<file path="config.mk">
export PLATFORM = sky130hd
export DESIGN_NAME = sccfg_top
export DESIGN_NICKNAME = d
export VERILOG_FILES = /design/src/core/sccfg_pkg.sv /design/src/core/sccfg_tick.sv /design/src/core/sccfg_top.sv
export SDC_FILE = /design/constraint.sdc
export NUM_CORES = 1
export LEC_CHECK = 0
export BUFFER_PORTS_ARGS = -buffer_cell sky130_fd_sc_hd__buf_2
export CAP_MARGIN = 20
export CORE_UTILIZATION = 45
export CTS_BUF_LIST = sky130_fd_sc_hd__clkbuf_16
export DETAILED_ROUTE_END_ITERATION = 6
export GPL_TIMING_DRIVEN = 0
export PLACE_DENSITY = 0.59
export REMOVE_ABC_BUFFERS = 1
export SYNTH_ARGS = -nofsm -noshare
export SYNTH_HDL_FRONTEND = slang
export SYNTH_HIERARCHICAL = 1
export SYNTH_SLANG_ARGS = --single-unit
</file>
<file path="constraint.sdc">
create_clock -name MCLK -period 8 [get_ports MCLK]
set_clock_uncertainty 0.1 [all_clocks]
set_input_delay 1.6 -clock MCLK [delete_from_list [all_inputs] [get_ports MCLK]]
set_output_delay 1.6 -clock MCLK [all_outputs]
set_load 0.01 [all_outputs]
</file>
<file path="src/core/sccfg_pkg.sv">
package sccfg_pkg;
   // =====================================================
   // register offsets
   localparam logic [7:0] SCCFG_OFS_SLOT_FIFO = 8'h11;
   localparam logic [7:0] SCCFG_OFS_PERIOD = 8'h12;
   localparam logic [7:0] SCCFG_OFS_SYNC_GATE = 8'h38;
   localparam logic [7:0] SCCFG_OFS_CLK_CTRL = 8'h4b;
   localparam logic [7:0] SCCFG_OFS_RSV_HIGH = 8'h4d;
   localparam logic [7:0] SCCFG_OFS_SYNC_SEL = 8'h4f;

   // =====================================================
   // reset values
   localparam logic [15:0] SCCFG_RST_SLOT_FIFO = 16'h0000;
   localparam logic [15:0] SCCFG_RST_PERIOD = 16'h0028;
   localparam logic [15:0] SCCFG_RST_SYNC_GATE = 16'h0000;
   localparam logic [15:0] SCCFG_RST_CLK_CTRL = 16'h2612;
   localparam logic [15:0] SCCFG_RST_RSV_HIGH = 16'h425e;
   localparam logic [15:0] SCCFG_RST_SYNC_SEL = 16'h2090;

   // =====================================================
   // field positions
   localparam int SCCFG_BIT_SLOT_EN = 0;
   localparam int SCCFG_FMT_LSB = 2;
   localparam int SCCFG_FMT_MSB = 4;
   localparam int SCCFG_BIT_EXT_GATE = 14;
   localparam int SCCFG_BIT_CLK_POWER = 7;
   localparam int SCCFG_TRIM_MSB = 5;
   localparam int SCCFG_BIT_SYNC_SEL = 2;
   localparam int SCCFG_BIT_INT_IE = 1;

   // =====================================================
   // fifo format codes
   localparam logic [2:0] SCCFG_FMT_NONE = 3'h0;
   localparam logic [2:0] SCCFG_FMT_SUM16 = 3'h1;
   localparam logic [2:0] SCCFG_FMT_SUM32 = 3'h2;
   localparam logic [2:0] SCCFG_FMT_CH16 = 3'h4;
   localparam logic [2:0] SCCFG_FMT_CH32 = 3'h6;

   // =====================================================
   // sample clock timing
   localparam int SCCFG_MCLK_HZ = 50_000_000;
   localparam int SCCFG_TRIM_CENTRE = 34;
   // nominal and step frequency in units of 100 Hz
   localparam int SCCFG_F_NOM_100HZ = 320;
   localparam int SCCFG_F_STEP_100HZ = 6;
   localparam logic [15:0] SCCFG_F_MAX_100HZ =
      16'(SCCFG_F_NOM_100HZ + SCCFG_F_STEP_100HZ * SCCFG_TRIM_CENTRE);
   localparam logic [15:0] SCCFG_F_STEP_W = 16'(SCCFG_F_STEP_100HZ);
   // phase increment per 100 Hz for a 32-bit accumulator
   localparam logic [15:0] SCCFG_INC_PER_100HZ =
      16'((64'd100 * (64'd1 << 32)) / 64'(SCCFG_MCLK_HZ));
   localparam int SCCFG_PERIOD_MULT = 4;
endpackage

</file>
<file path="src/core/sccfg_tick.sv">
`timescale 1ns/1ps
`default_nettype none
module sccfg_tick
   import sccfg_pkg::*;
(
   // clock and reset
   input wire logic clk,
   input wire logic rst_n,
   // configuration
   input wire logic clk_power,
   input wire logic [5:0] trim,
   input wire logic [15:0] period,
   // sample pacing
   output logic clk32k_tick,
   output logic sample_tick
);
   logic [31:0] acc_q;
   logic [15:0] freq_100hz;
   logic [31:0] phase_inc;
   logic [32:0] acc_sum;
   logic [17:0] cnt_q;
   logic [17:0] limit;

   // =====================================================
   // trimmed 32 kHz clock
   // RL5: per step shift
   // RL6: inverse trim coding
   assign freq_100hz = SCCFG_F_MAX_100HZ - 16'(SCCFG_F_STEP_W * {10'h000, trim});
   assign phase_inc = {16'h0000, freq_100hz} * {16'h0000, SCCFG_INC_PER_100HZ};
   assign acc_sum = {1'b0, acc_q} + {1'b0, phase_inc};

   // RL4: clock gated off
   always_ff @(posedge clk or negedge rst_n) begin
      if (!rst_n) begin
         acc_q <= 32'h0000_0000;
         clk32k_tick <= 1'b0;
      end else if (clk_power) begin
         acc_q <= acc_sum[31:0];
         clk32k_tick <= acc_sum[32];
      end else begin
         acc_q <= 32'h0000_0000;
         clk32k_tick <= 1'b0;
      end
   end

   // =====================================================
   // period divider
   // RL7: divide by four times period
   assign limit = 18'(SCCFG_PERIOD_MULT) * {2'b00, period};

   // period of zero gives no samples rather than a runaway rate
   always_ff @(posedge clk or negedge rst_n) begin
      if (!rst_n) begin
         cnt_q <= 18'h0_0000;
         sample_tick <= 1'b0;
      end else if (!clk_power || limit == 18'h0_0000) begin
         cnt_q <= 18'h0_0000;
         sample_tick <= 1'b0;
      end else if (clk32k_tick) begin
         if (cnt_q >= limit - 18'h0_0001) begin
            cnt_q <= 18'h0_0000;
            sample_tick <= 1'b1;
         end else begin
            cnt_q <= cnt_q + 18'h0_0001;
            sample_tick <= 1'b0;
         end
      end else begin
         sample_tick <= 1'b0;
      end
   end
endmodule
`default_nettype wire

</file>
<file path="src/core/sccfg_top.sv">
// Behaviour
// RL1: format code 6 stores four channels of 32-bit extended data per sample.
// RL2: slot config bit 0 enables the first slot; cleared means no measurement.
// RL3: software sets bit 14 of sync_gate_control exactly when sync source select is 1.
// RL4: bit 7 of sample_clock_control gates the sample clock; 0 stops, 1 runs.
// RL5: trim bits 5..0 shift the 32 kHz clock about 0.6 kHz per step.
// RL6: trim is inverse: 0 fastest, 0x22 centre, 0x3F slowest.
// RL7: sample rate is 32 kHz divided by four times the period register.
// RL8: select 0 uses internal timing; select 1 triggers on interrupt pin pulses.
// RL9: with clock gate cleared, no internal samples and configuration kept.
`timescale 1ns/1ps
`default_nettype none
module sccfg_top
   import sccfg_pkg::*;
(
   // clock and reset
   input wire logic MCLK,
   input wire logic RESET_N,
   // register access
   input wire logic [7:0] REG_ADDR,
   input wire logic REG_WR,
   input wire logic [15:0] REG_WDATA,
   input wire logic REG_RD,
   output logic [15:0] REG_RDATA,
   // external sync pin
   input wire logic INT_PIN,
   // sample control
   output logic SAMPLE_START,
   output logic FIRST_SLOT_ENABLE,
   output logic [2:0] FIRST_SLOT_FIFO_FORMAT,
   output logic [3:0] FIFO_WORDS_PER_SAMPLE,
   output logic FORMAT_RESERVED,
   output logic SAMPLE_CLOCK_TICK
);
   logic [15:0] slot_fifo_config_q;
   logic [15:0] period_q;
   logic [15:0] sync_gate_control_q;
   logic [15:0] sample_clock_control_q;
   logic [15:0] reserved_config_high_q;
   logic [15:0] sync_select_q;
   logic int_pin_q;
   logic first_slot_enable;
   logic sync_source_select;
   logic int_input_enable;
   logic sample_clock_power;
   logic clk32k_tick;
   logic internal_tick;
   logic ext_trigger;
   logic start_d;
   logic [5:0] wr_hit;
   logic [5:0] rd_hit;
   logic [15:0] reg_view [6];
   logic [15:0] rd_term [6];
   logic [15:0] rd_mux;

   // =====================================================
   // decoding
   function automatic logic [3:0] fmt_words(input logic [2:0] fmt);
      case (fmt)
         SCCFG_FMT_NONE: fmt_words = 4'h0;
         SCCFG_FMT_SUM16: fmt_words = 4'h1;
         SCCFG_FMT_SUM32: fmt_words = 4'h2;
         SCCFG_FMT_CH16: fmt_words = 4'h4;
         // RL1: four 32-bit channels
         SCCFG_FMT_CH32: fmt_words = 4'h8;
         default: fmt_words = 4'h0;
      endcase
   endfunction

   function automatic logic fmt_reserved(input logic [2:0] fmt);
      case (fmt)
         SCCFG_FMT_NONE, SCCFG_FMT_SUM16, SCCFG_FMT_SUM32,
         SCCFG_FMT_CH16, SCCFG_FMT_CH32: fmt_reserved = 1'b0;
         default: fmt_reserved = 1'b1;
      endcase
   endfunction

   // one-hot register select, shared by the write and read paths
   function automatic logic [5:0] reg_hit(input logic [7:0] addr);
      case (addr)
         SCCFG_OFS_SLOT_FIFO: reg_hit = 6'h01;
         SCCFG_OFS_PERIOD: reg_hit = 6'h02;
         SCCFG_OFS_SYNC_GATE: reg_hit = 6'h04;
         SCCFG_OFS_CLK_CTRL: reg_hit = 6'h08;
         SCCFG_OFS_RSV_HIGH: reg_hit = 6'h10;
         SCCFG_OFS_SYNC_SEL: reg_hit = 6'h20;
         default: reg_hit = 6'h00;
      endcase
   endfunction

   // =====================================================
   // address decode
   assign wr_hit = REG_WR ? reg_hit(REG_ADDR) : 6'h00;
   assign rd_hit = reg_hit(REG_ADDR);

   // =====================================================
   // register file
   // RL9: only software writes change configuration
   always_ff @(posedge MCLK or negedge RESET_N) begin
      if (!RESET_N) begin
         slot_fifo_config_q <= SCCFG_RST_SLOT_FIFO;
      end else if (wr_hit[0]) begin
         slot_fifo_config_q <= REG_WDATA;
      end
   end

   always_ff @(posedge MCLK or negedge RESET_N) begin
      if (!RESET_N) begin
         period_q <= SCCFG_RST_PERIOD;
      end else if (wr_hit[1]) begin
         period_q <= REG_WDATA;
      end
   end

   always_ff @(posedge MCLK or negedge RESET_N) begin
      if (!RESET_N) begin
         sync_gate_control_q <= SCCFG_RST_SYNC_GATE;
      end else if (wr_hit[2]) begin
         sync_gate_control_q <= REG_WDATA;
      end
   end

   always_ff @(posedge MCLK or negedge RESET_N) begin
      if (!RESET_N) begin
         sample_clock_control_q <= SCCFG_RST_CLK_CTRL;
      end else if (wr_hit[3]) begin
         sample_clock_control_q <= REG_WDATA;
      end
   end

   // reserved bits kept as written so software can restore them
   always_ff @(posedge MCLK or negedge RESET_N) begin
      if (!RESET_N) begin
         reserved_config_high_q <= SCCFG_RST_RSV_HIGH;
      end else if (wr_hit[4]) begin
         reserved_config_high_q <= REG_WDATA;
      end
   end

   always_ff @(posedge MCLK or negedge RESET_N) begin
      if (!RESET_N) begin
         sync_select_q <= SCCFG_RST_SYNC_SEL;
      end else if (wr_hit[5]) begin
         sync_select_q <= REG_WDATA;
      end
   end

   // =====================================================
   // read back
   assign reg_view[0] = slot_fifo_config_q;
   assign reg_view[1] = period_q;
   assign reg_view[2] = sync_gate_control_q;
   assign reg_view[3] = sample_clock_control_q;
   assign reg_view[4] = reserved_config_high_q;
   assign reg_view[5] = sync_select_q;

   // unmapped offsets hit nothing and read as zero
   for (genvar i = 0; i < 6; i++) begin : g_rd_term
      assign rd_term[i] = rd_hit[i] ? reg_view[i] : 16'h0000;
   end

   always_comb begin
      rd_mux = 16'h0000;
      for (int i = 0; i < 6; i++) begin
         rd_mux = rd_mux | rd_term[i];
      end
   end

   always_ff @(posedge MCLK or negedge RESET_N) begin
      if (!RESET_N) begin
         REG_RDATA <= 16'h0000;
      end else if (REG_RD) begin
         REG_RDATA <= rd_mux;
      end
   end

   // =====================================================
   // field extraction
   // RL2: first slot enable bit
   assign first_slot_enable = slot_fifo_config_q[SCCFG_BIT_SLOT_EN];
   assign sample_clock_power = sample_clock_control_q[SCCFG_BIT_CLK_POWER];
   assign sync_source_select = sync_select_q[SCCFG_BIT_SYNC_SEL];
   assign int_input_enable = sync_select_q[SCCFG_BIT_INT_IE];

   sccfg_tick u_tick (
      .clk(MCLK),
      .rst_n(RESET_N),
      .clk_power(sample_clock_power),
      .trim(sample_clock_control_q[SCCFG_TRIM_MSB:0]),
      .period(period_q),
      .clk32k_tick(clk32k_tick),
      .sample_tick(internal_tick)
   );

   // =====================================================
   // sample trigger selection
   always_ff @(posedge MCLK or negedge RESET_N) begin
      if (!RESET_N) begin
         int_pin_q <= 1'b0;
      end else begin
         int_pin_q <= INT_PIN;
      end
   end

   // rising edge only; the pin is taken as synchronous
   // RL3: relies on software keeping the gate bit matched
   assign ext_trigger = INT_PIN && !int_pin_q && int_input_enable &&
      sync_gate_control_q[SCCFG_BIT_EXT_GATE];

   // RL8: internal or pin-triggered timing
   // RL9: internal ticks already stop with the clock gate
   always_comb begin
      start_d = 1'b0;
      if (first_slot_enable) begin
         start_d = sync_source_select ? ext_trigger : internal_tick;
      end
   end

   // =====================================================
   // outputs
   always_ff @(posedge MCLK or negedge RESET_N) begin
      if (!RESET_N) begin
         SAMPLE_START <= 1'b0;
         FIRST_SLOT_ENABLE <= 1'b0;
         FIRST_SLOT_FIFO_FORMAT <= SCCFG_FMT_NONE;
         FIFO_WORDS_PER_SAMPLE <= 4'h0;
         FORMAT_RESERVED <= 1'b0;
         SAMPLE_CLOCK_TICK <= 1'b0;
      end else begin
         SAMPLE_START <= start_d;
         FIRST_SLOT_ENABLE <= first_slot_enable;
         FIRST_SLOT_FIFO_FORMAT <= slot_fifo_config_q[SCCFG_FMT_MSB:SCCFG_FMT_LSB];
         // RL1: format decode
         FIFO_WORDS_PER_SAMPLE <= fmt_words(slot_fifo_config_q[SCCFG_FMT_MSB:SCCFG_FMT_LSB]);
         FORMAT_RESERVED <= fmt_reserved(slot_fifo_config_q[SCCFG_FMT_MSB:SCCFG_FMT_LSB]);
         SAMPLE_CLOCK_TICK <= clk32k_tick;
      end
   end
endmodule
`default_nettype wire

</file>
======== Yosys cells after proc, flatten, opt, wreduce, memory -nomap -nowiden ========
Index checks and enable logic that the tools add are counted.
word-level totals
  register bits ........................... 176
  logic and storage cells ................. 70
  input port bits ......................... 29
cells by class
  bitwise operators ....................... 5
  reductions and logical operators ........ 10
  multipliers ............................. 2
  multiplexer cells ....................... 20
  $add $sub $neg .......................... 4
  order comparisons ....................... 1
  eq/ne operators ......................... 10
operator list
  cell                    number
  $mux 16                 6
  $or 16x16->16           5
  $mux 18                 3
  $pmux 6 s6              1
  $add 32x30->33          1
  $mux 32                 1
  $mul 16x14->30 const B  1
  $eq 8x7->1 const B      3
  $add 18x1->18 const B   1
  $ge 18x18->1            1
  $logic_not 18->1        1
  $sub 18x1->18 const B   1
  $eq 8x5->1 const B      2
  $pmux 4 s4              1
  $sub 10x9->11 const A   1
  $eq 8x6->1 const B      1
  $mul 2x6->8 const A     1
  $mux 1                  7
  $eq 3x3->1 const B      2
  $mux 6                  1
  $reduce_or 5->1         1
  $eq 3x1->1 const B      1
  $eq 3x2->1 const B      1
  $logic_and 1x1->1       3
  4 further kinds         5

======== Depth between registers and ports, before layout ========
  word-level depth ........................ 8
  mapped depth ............................ 27

======== Modules after synthesis ========
Netlist, hierarchy kept.
modules (own cells, without submodules)
  module      area each (µm²)  instances  cells an instance
  sccfg_tick  6309.8           1          708
  sccfg_top   5315.1           1          363

======== Worst setup path before layout ========
No wires, ideal clock.
  path type ............................... register to register
  from .................................... reg sample_clock_control_q[0]
  to ...................................... reg u_tick.acc_q[28]
  data required time ...................... 7.821 ns
  arrival time ............................ 6.538 ns
  buffers on the path ..................... 0
  setup time .............................. 0.079 ns
  slack ................................... 1.282 ns
  cell stages (with the launch flop) ...... 27
  period minus slack after synthesis ...... 6.718 ns
  cell sequence ........................... dfrtp_1 -> ha_1 -> fa_1 -> a21oi_1 -> o21bai_1 -> xor2_1 -> nand3_1 -> nor3b_1 -> ha_1 -> inv_1 -> fa_1 -> inv_1 -> ha_1 -> inv_1 -> fa_1 -> inv_1 -> fa_1 -> inv_1 -> fa_1 -> inv_1 -> ha_1 -> nand2_1 -> o211a_1 -> nor3_1 -> o2111ai_1 -> a21oi_1 -> mux2i_1
on the way
  longest elaborated chain between the ends .. 5
RTL lines
  element                   RTL line          text
  start: declaration        sccfg_top.sv:38   logic [15:0] sample_clock_control_q;
  start signal: assignment  sccfg_top.sv:125  sample_clock_control_q <= SCCFG_RST_CLK_CTRL;
  start signal: assignment  sccfg_top.sv:127  sample_clock_control_q <= REG_WDATA;
  $mul 2x6->8               sccfg_tick.sv:28  assign freq_100hz = SCCFG_F_MAX_100HZ - 16'(SCCFG_F_STEP_W * {10'h000, trim});
  $sub 10x9->11             sccfg_tick.sv:28
  $mul 16x14->30            sccfg_tick.sv:29  assign phase_inc = {16'h0000, freq_100hz} * {16'h0000, SCCFG_INC_PER_100HZ};
  $add 32x30->33            sccfg_tick.sv:30  assign acc_sum = {1'b0, acc_q} + {1'b0, phase_inc};
  $mux 32                   sccfg_tick.sv:37  end else if (clk_power) begin
  end signal: assignment    sccfg_tick.sv:38  acc_q <= acc_sum[31:0];
  end: declaration          sccfg_tick.sv:17  logic [31:0] acc_q;
No other way between the ends.
A chain may end at the register's enable or synchronous reset.

======== Worst setup path in the final report ========
Same ends and word-level chain as after synthesis.

==> summary.txt <==
Outcome: finished clean
Initial DRC count: 568
Buf/Inv on CP: 6
Net Sw Frac: 0.439
I/O Buffers: 55
Period minus WS final: 7.56 ns
Die width: 163 µm
Unique masters post-synth: 84
Cell family with most CP delay: adder cells
Worst hold stages: 0
Commonest non-fill, non-tap cells in the layout: dfrtp_1, ha_1, inv_1, mux2_2, nand2_1
Cell count after synthesis: 1071
Root Driver: clkbuf_16
Final Hold Viols: 0
DRT antenna net count: 0
Final worst setup slack: 0.444 ns
Vias: 8069
First-pass GRT wire length: 42300 µm
Clock power share: 0.217
RSZ-0062 raised after global routing: no
DRT Pass-1 Iters: 5
TritonCTS clock tree: built
#FFs+latches synth: 175
Worst-Skew Late Latency: 0.44 ns
Sequential Power Share: 0.250
Area growth syn-to-layout: 10.9%
Syn avg cell area: 10.9 µm²
Grt total ovfl: 0
FMAX: 0.132 GHz
Yosys Warn Count: 6
Slowest stage delay, CP: 0.56 ns
Critical path's slowest cell: dfrtp_1
Dpl hpwl: 18800 µm
Drt total wl: 26000 µm
CTS Buf Count: 17
Antenna violations before repair: 1
GPL Wtd Cong: 0.816
Worst Path Required: 8.25 ns
Leakage: 6.50 nW
Seq/Total Area, Yosys: 0.379
Synthesized area: 11600 µm²
Flop2flop setup slack: 0.44 ns
Cell Rows: 58
Hold buffer count at cts: 0
Hold Crit Endpoint: FIRST_SLOT_ENABLE$_DFF_PN0_
Setup CP Type: flop to flop
Vias in the first global route: 7857
Worst-margin pin slew: 1.06 ns
Die outline height: 163 µm
Slew Limit Fails: 0
Synth async-reset ratio: 1.00
DIE AREA: 26500 µm²
Crit end category: flop
Commonest non-fill, non-tap cell in the layout: dfrtp_1
Drt wl/cell: 17.8 µm
Filler cells: 2335
Dominant synthesized flop cell: dfrtp_1
Initial Utilization: 0.460
Sw Pwr: 0.00169 W
Crit path launch type: flop
Worst-path clk slew: 0.08 ns
Reg2Reg Capture Point: u_tick/acc_q[28]$_DFF_PN0_
DP Worst Slack: 0.248 ns
Logic pwr share: 0.533
P_int: 0.00216 W
EDFF count, synth: 0
Nets: 1297
Crit Reg-Reg Startpoint: sample_clock_control_q[0]$_DFFE_PN0P_
Core Util, Final: 0.511
Vias per std cell: 5.52
Crit path max fanout: 11
Hold WC Path Type: flop to flop
Pwr dens: 299 nW/µm²
DRC Markers: 0
Largest net degree at the start of global routing: 93
GRT Util Overall: 0.206
Cell mode on critical path: inv_1
R2R depth: 27
Levels on crit path: 27
Total power: 0.00385 W
Maximum VDD drop: 0.229 mV
Setup Viol. Count Final: 0
Final setup TNS: 0 ns
FF/Latch Area: 4400 µm²
Slew margin rel.: 0.292
Num ports: 56
Final worst path period share: 0.944
Multi-input gate area: 6720 µm²
Worst Hold Launch: slot_fifo_config_q[0]$_DFFE_PN0P_
Share of layout cells above drive strength 1: 0.215
H-tree Lvls: 4
Clk sinks: 175
Clock Tree Buf Depth: 2
Core box area: 25300 µm²
Critical path data arrival time: 7.80 ns
Max Cap Viol: 0
routing by layer:
| metal | global-route usage | wire length (µm) |
|---|---|---|
| met2 | 0.322 | 12100 |
| met1 | 0.298 | 12800 |
| met3 | 0.0295 | 807 |
| met4 | 0.0523 | 288 |
| met5 | 0 | 0 |
logic make-up after synthesis:
family                   after synthesis  synth area share
buffers and inverters                131            0.0468
XOR/XNOR                              53            0.0406
AND/OR/NAND/NOR                      272             0.128
multiplexers                         122             0.120
flip-flops                           175             0.379
adder cells (fa/ha/maj)              151             0.183
AO/OA/AOI/OAI                        167             0.103
area by class of cell:
cell class                      count  area share
Multi-Input combinational cell    765       0.521
Timing Repair Buffer               60      0.0306
Antenna cell                        1    0.000194
Clock inverter                     15      0.0133
Sequential cell                   175       0.341
Inverter                           98      0.0285
Clock buffer                       17      0.0330
Tap cell                          330      0.0320
what timing repair did:
| item | 4_1_cts | 5_1_grt |
|---|---|---|
| endpoints found under the hold margin | 0 | 0 |
| resized for setup | 0 | 4 |
| buffers inserted | 0 | 0 |
| setup endpoints to repair | 0 | 6 |
synth_stat cells, drive strengths merged, types with 3 or more instances:
cell | instances | area (µm²)
dfrtp | 158 | 3950
ha | 120 | 1500
mux2 | 113 | 1310
inv | 97 | 364
nand2 | 76 | 295
nor2 | 69 | 284
a21oi | 43 | 215
fa | 31 | 621
xnor2 | 29 | 262
xor2 | 24 | 210
nor3 | 21 | 128
a31oi | 19 | 119
clkbuf | 18 | 67.6
dfstp | 17 | 447
nand4 | 17 | 128
a222oi | 16 | 160
a22o | 16 | 140
nand3 | 16 | 80.1
o21ai | 16 | 83.8
buf | 15 | 109
a21o | 14 | 105
nand2b | 13 | 81.3
o21a | 11 | 90.1
mux2i | 9 | 90.1
and2 | 8 | 50.1
nor3b | 8 | 60.1
and3 | 6 | 37.5
nor2b | 6 | 37.5
and4 | 5 | 43.8
o21bai | 5 | 48.8
a21boi | 4 | 30.0
or4 | 4 | 31.3
a211oi | 3 | 22.5
nand4b | 3 | 41.3
nor4 | 3 | 40.0
nor4b | 3 | 32.5
or2 | 3 | 18.8
or3 | 3 | 23.8
registers in the layout, indices dropped and copies added, names as in the netlist:
signal and count:
FORMAT_RESERVED 1, u_tick/cnt_q 18, period_q 16, SAMPLE_CLOCK_TICK 1
u_tick/acc_q 31, int_pin_q 1, reserved_config_high_q 16, sync_gate_control_q 16
FIRST_SLOT_FIFO_FORMAT 3, u_tick/sample_tick 1, slot_fifo_config_q 16, sample_clock_control_q 16
FIFO_WORDS_PER_SAMPLE 4, sync_select_q 16, FIRST_SLOT_ENABLE 1, SAMPLE_START 1
u_tick/clk32k_tick 1, REG_RDATA 16
worst register-to-register path, stage by stage (launching register included):
cell and delay [ns]:
dfrtp_1 0.56, ha_1 0.33, fa_1 0.40, a21oi_1 0.16, o21bai_1 0.11, xor2_1 0.32
nand3_1 0.18, nor2_1 0.28, xor2_1 0.17, ha_1 0.33, inv_1 0.06, fa_1 0.50
inv_1 0.05, ha_1 0.28, inv_1 0.05, fa_1 0.47, inv_1 0.06, fa_1 0.53
inv_1 0.05, fa_1 0.52, inv_1 0.04, ha_1 0.38, nand2_1 0.11, o211a_1 0.24
nor3_2 0.34, o2111ai_1 0.34, a21oi_1 0.29, mux2i_1 0.21
power groups by stage:
stage | sequential (W) | clock, W | combinational, W
after global routing | 0.000969 | 0.000894 | 0.00237
after floorplan | 0.000975 | 0 | 0.00155
after global placement | 0.000981 | 0 | 0.00198
final | 0.000963 | 0.000836 | 0.00205
after detailed placement | 0.000982 | 0 | 0.00201
after CTS | 0.000965 | 0.000855 | 0.00202
metrics by stage:
step,instances,hold slack (ns),instance area [µm²]
2_1_floorplan,1038,0.282,11400
3_3_place_gp,1423,0.350,12100
3_5_place_dp,1426,0.355,12200
4_1_cts,1458,0.349,12800
5_1_grt,1460,0.362,12900
6_report,1461,0.348,12900
how the worst max path moves through the flow:
stage | startpoint | to
detailed placement | sample_clock_control_q[0]$_DFFE_PN0P_ | u_tick/acc_q[28]$_DFF_PN0_
global placement | sample_clock_control_q[0]$_DFFE_PN0P_ | u_tick/acc_q[30]$_DFF_PN0_
global route | sample_clock_control_q[0]$_DFFE_PN0P_ | u_tick/acc_q[28]$_DFF_PN0_
CTS | sample_clock_control_q[0]$_DFFE_PN0P_ | u_tick/acc_q[28]$_DFF_PN0_
floorplan | sample_clock_control_q[0]$_DFFE_PN0P_ | u_tick/acc_q[28]$_DFF_PN0_
finish | sample_clock_control_q[0]$_DFFE_PN0P_ | u_tick/acc_q[28]$_DFF_PN0_
No activity file was read; power rests on OpenSTA's default activity.
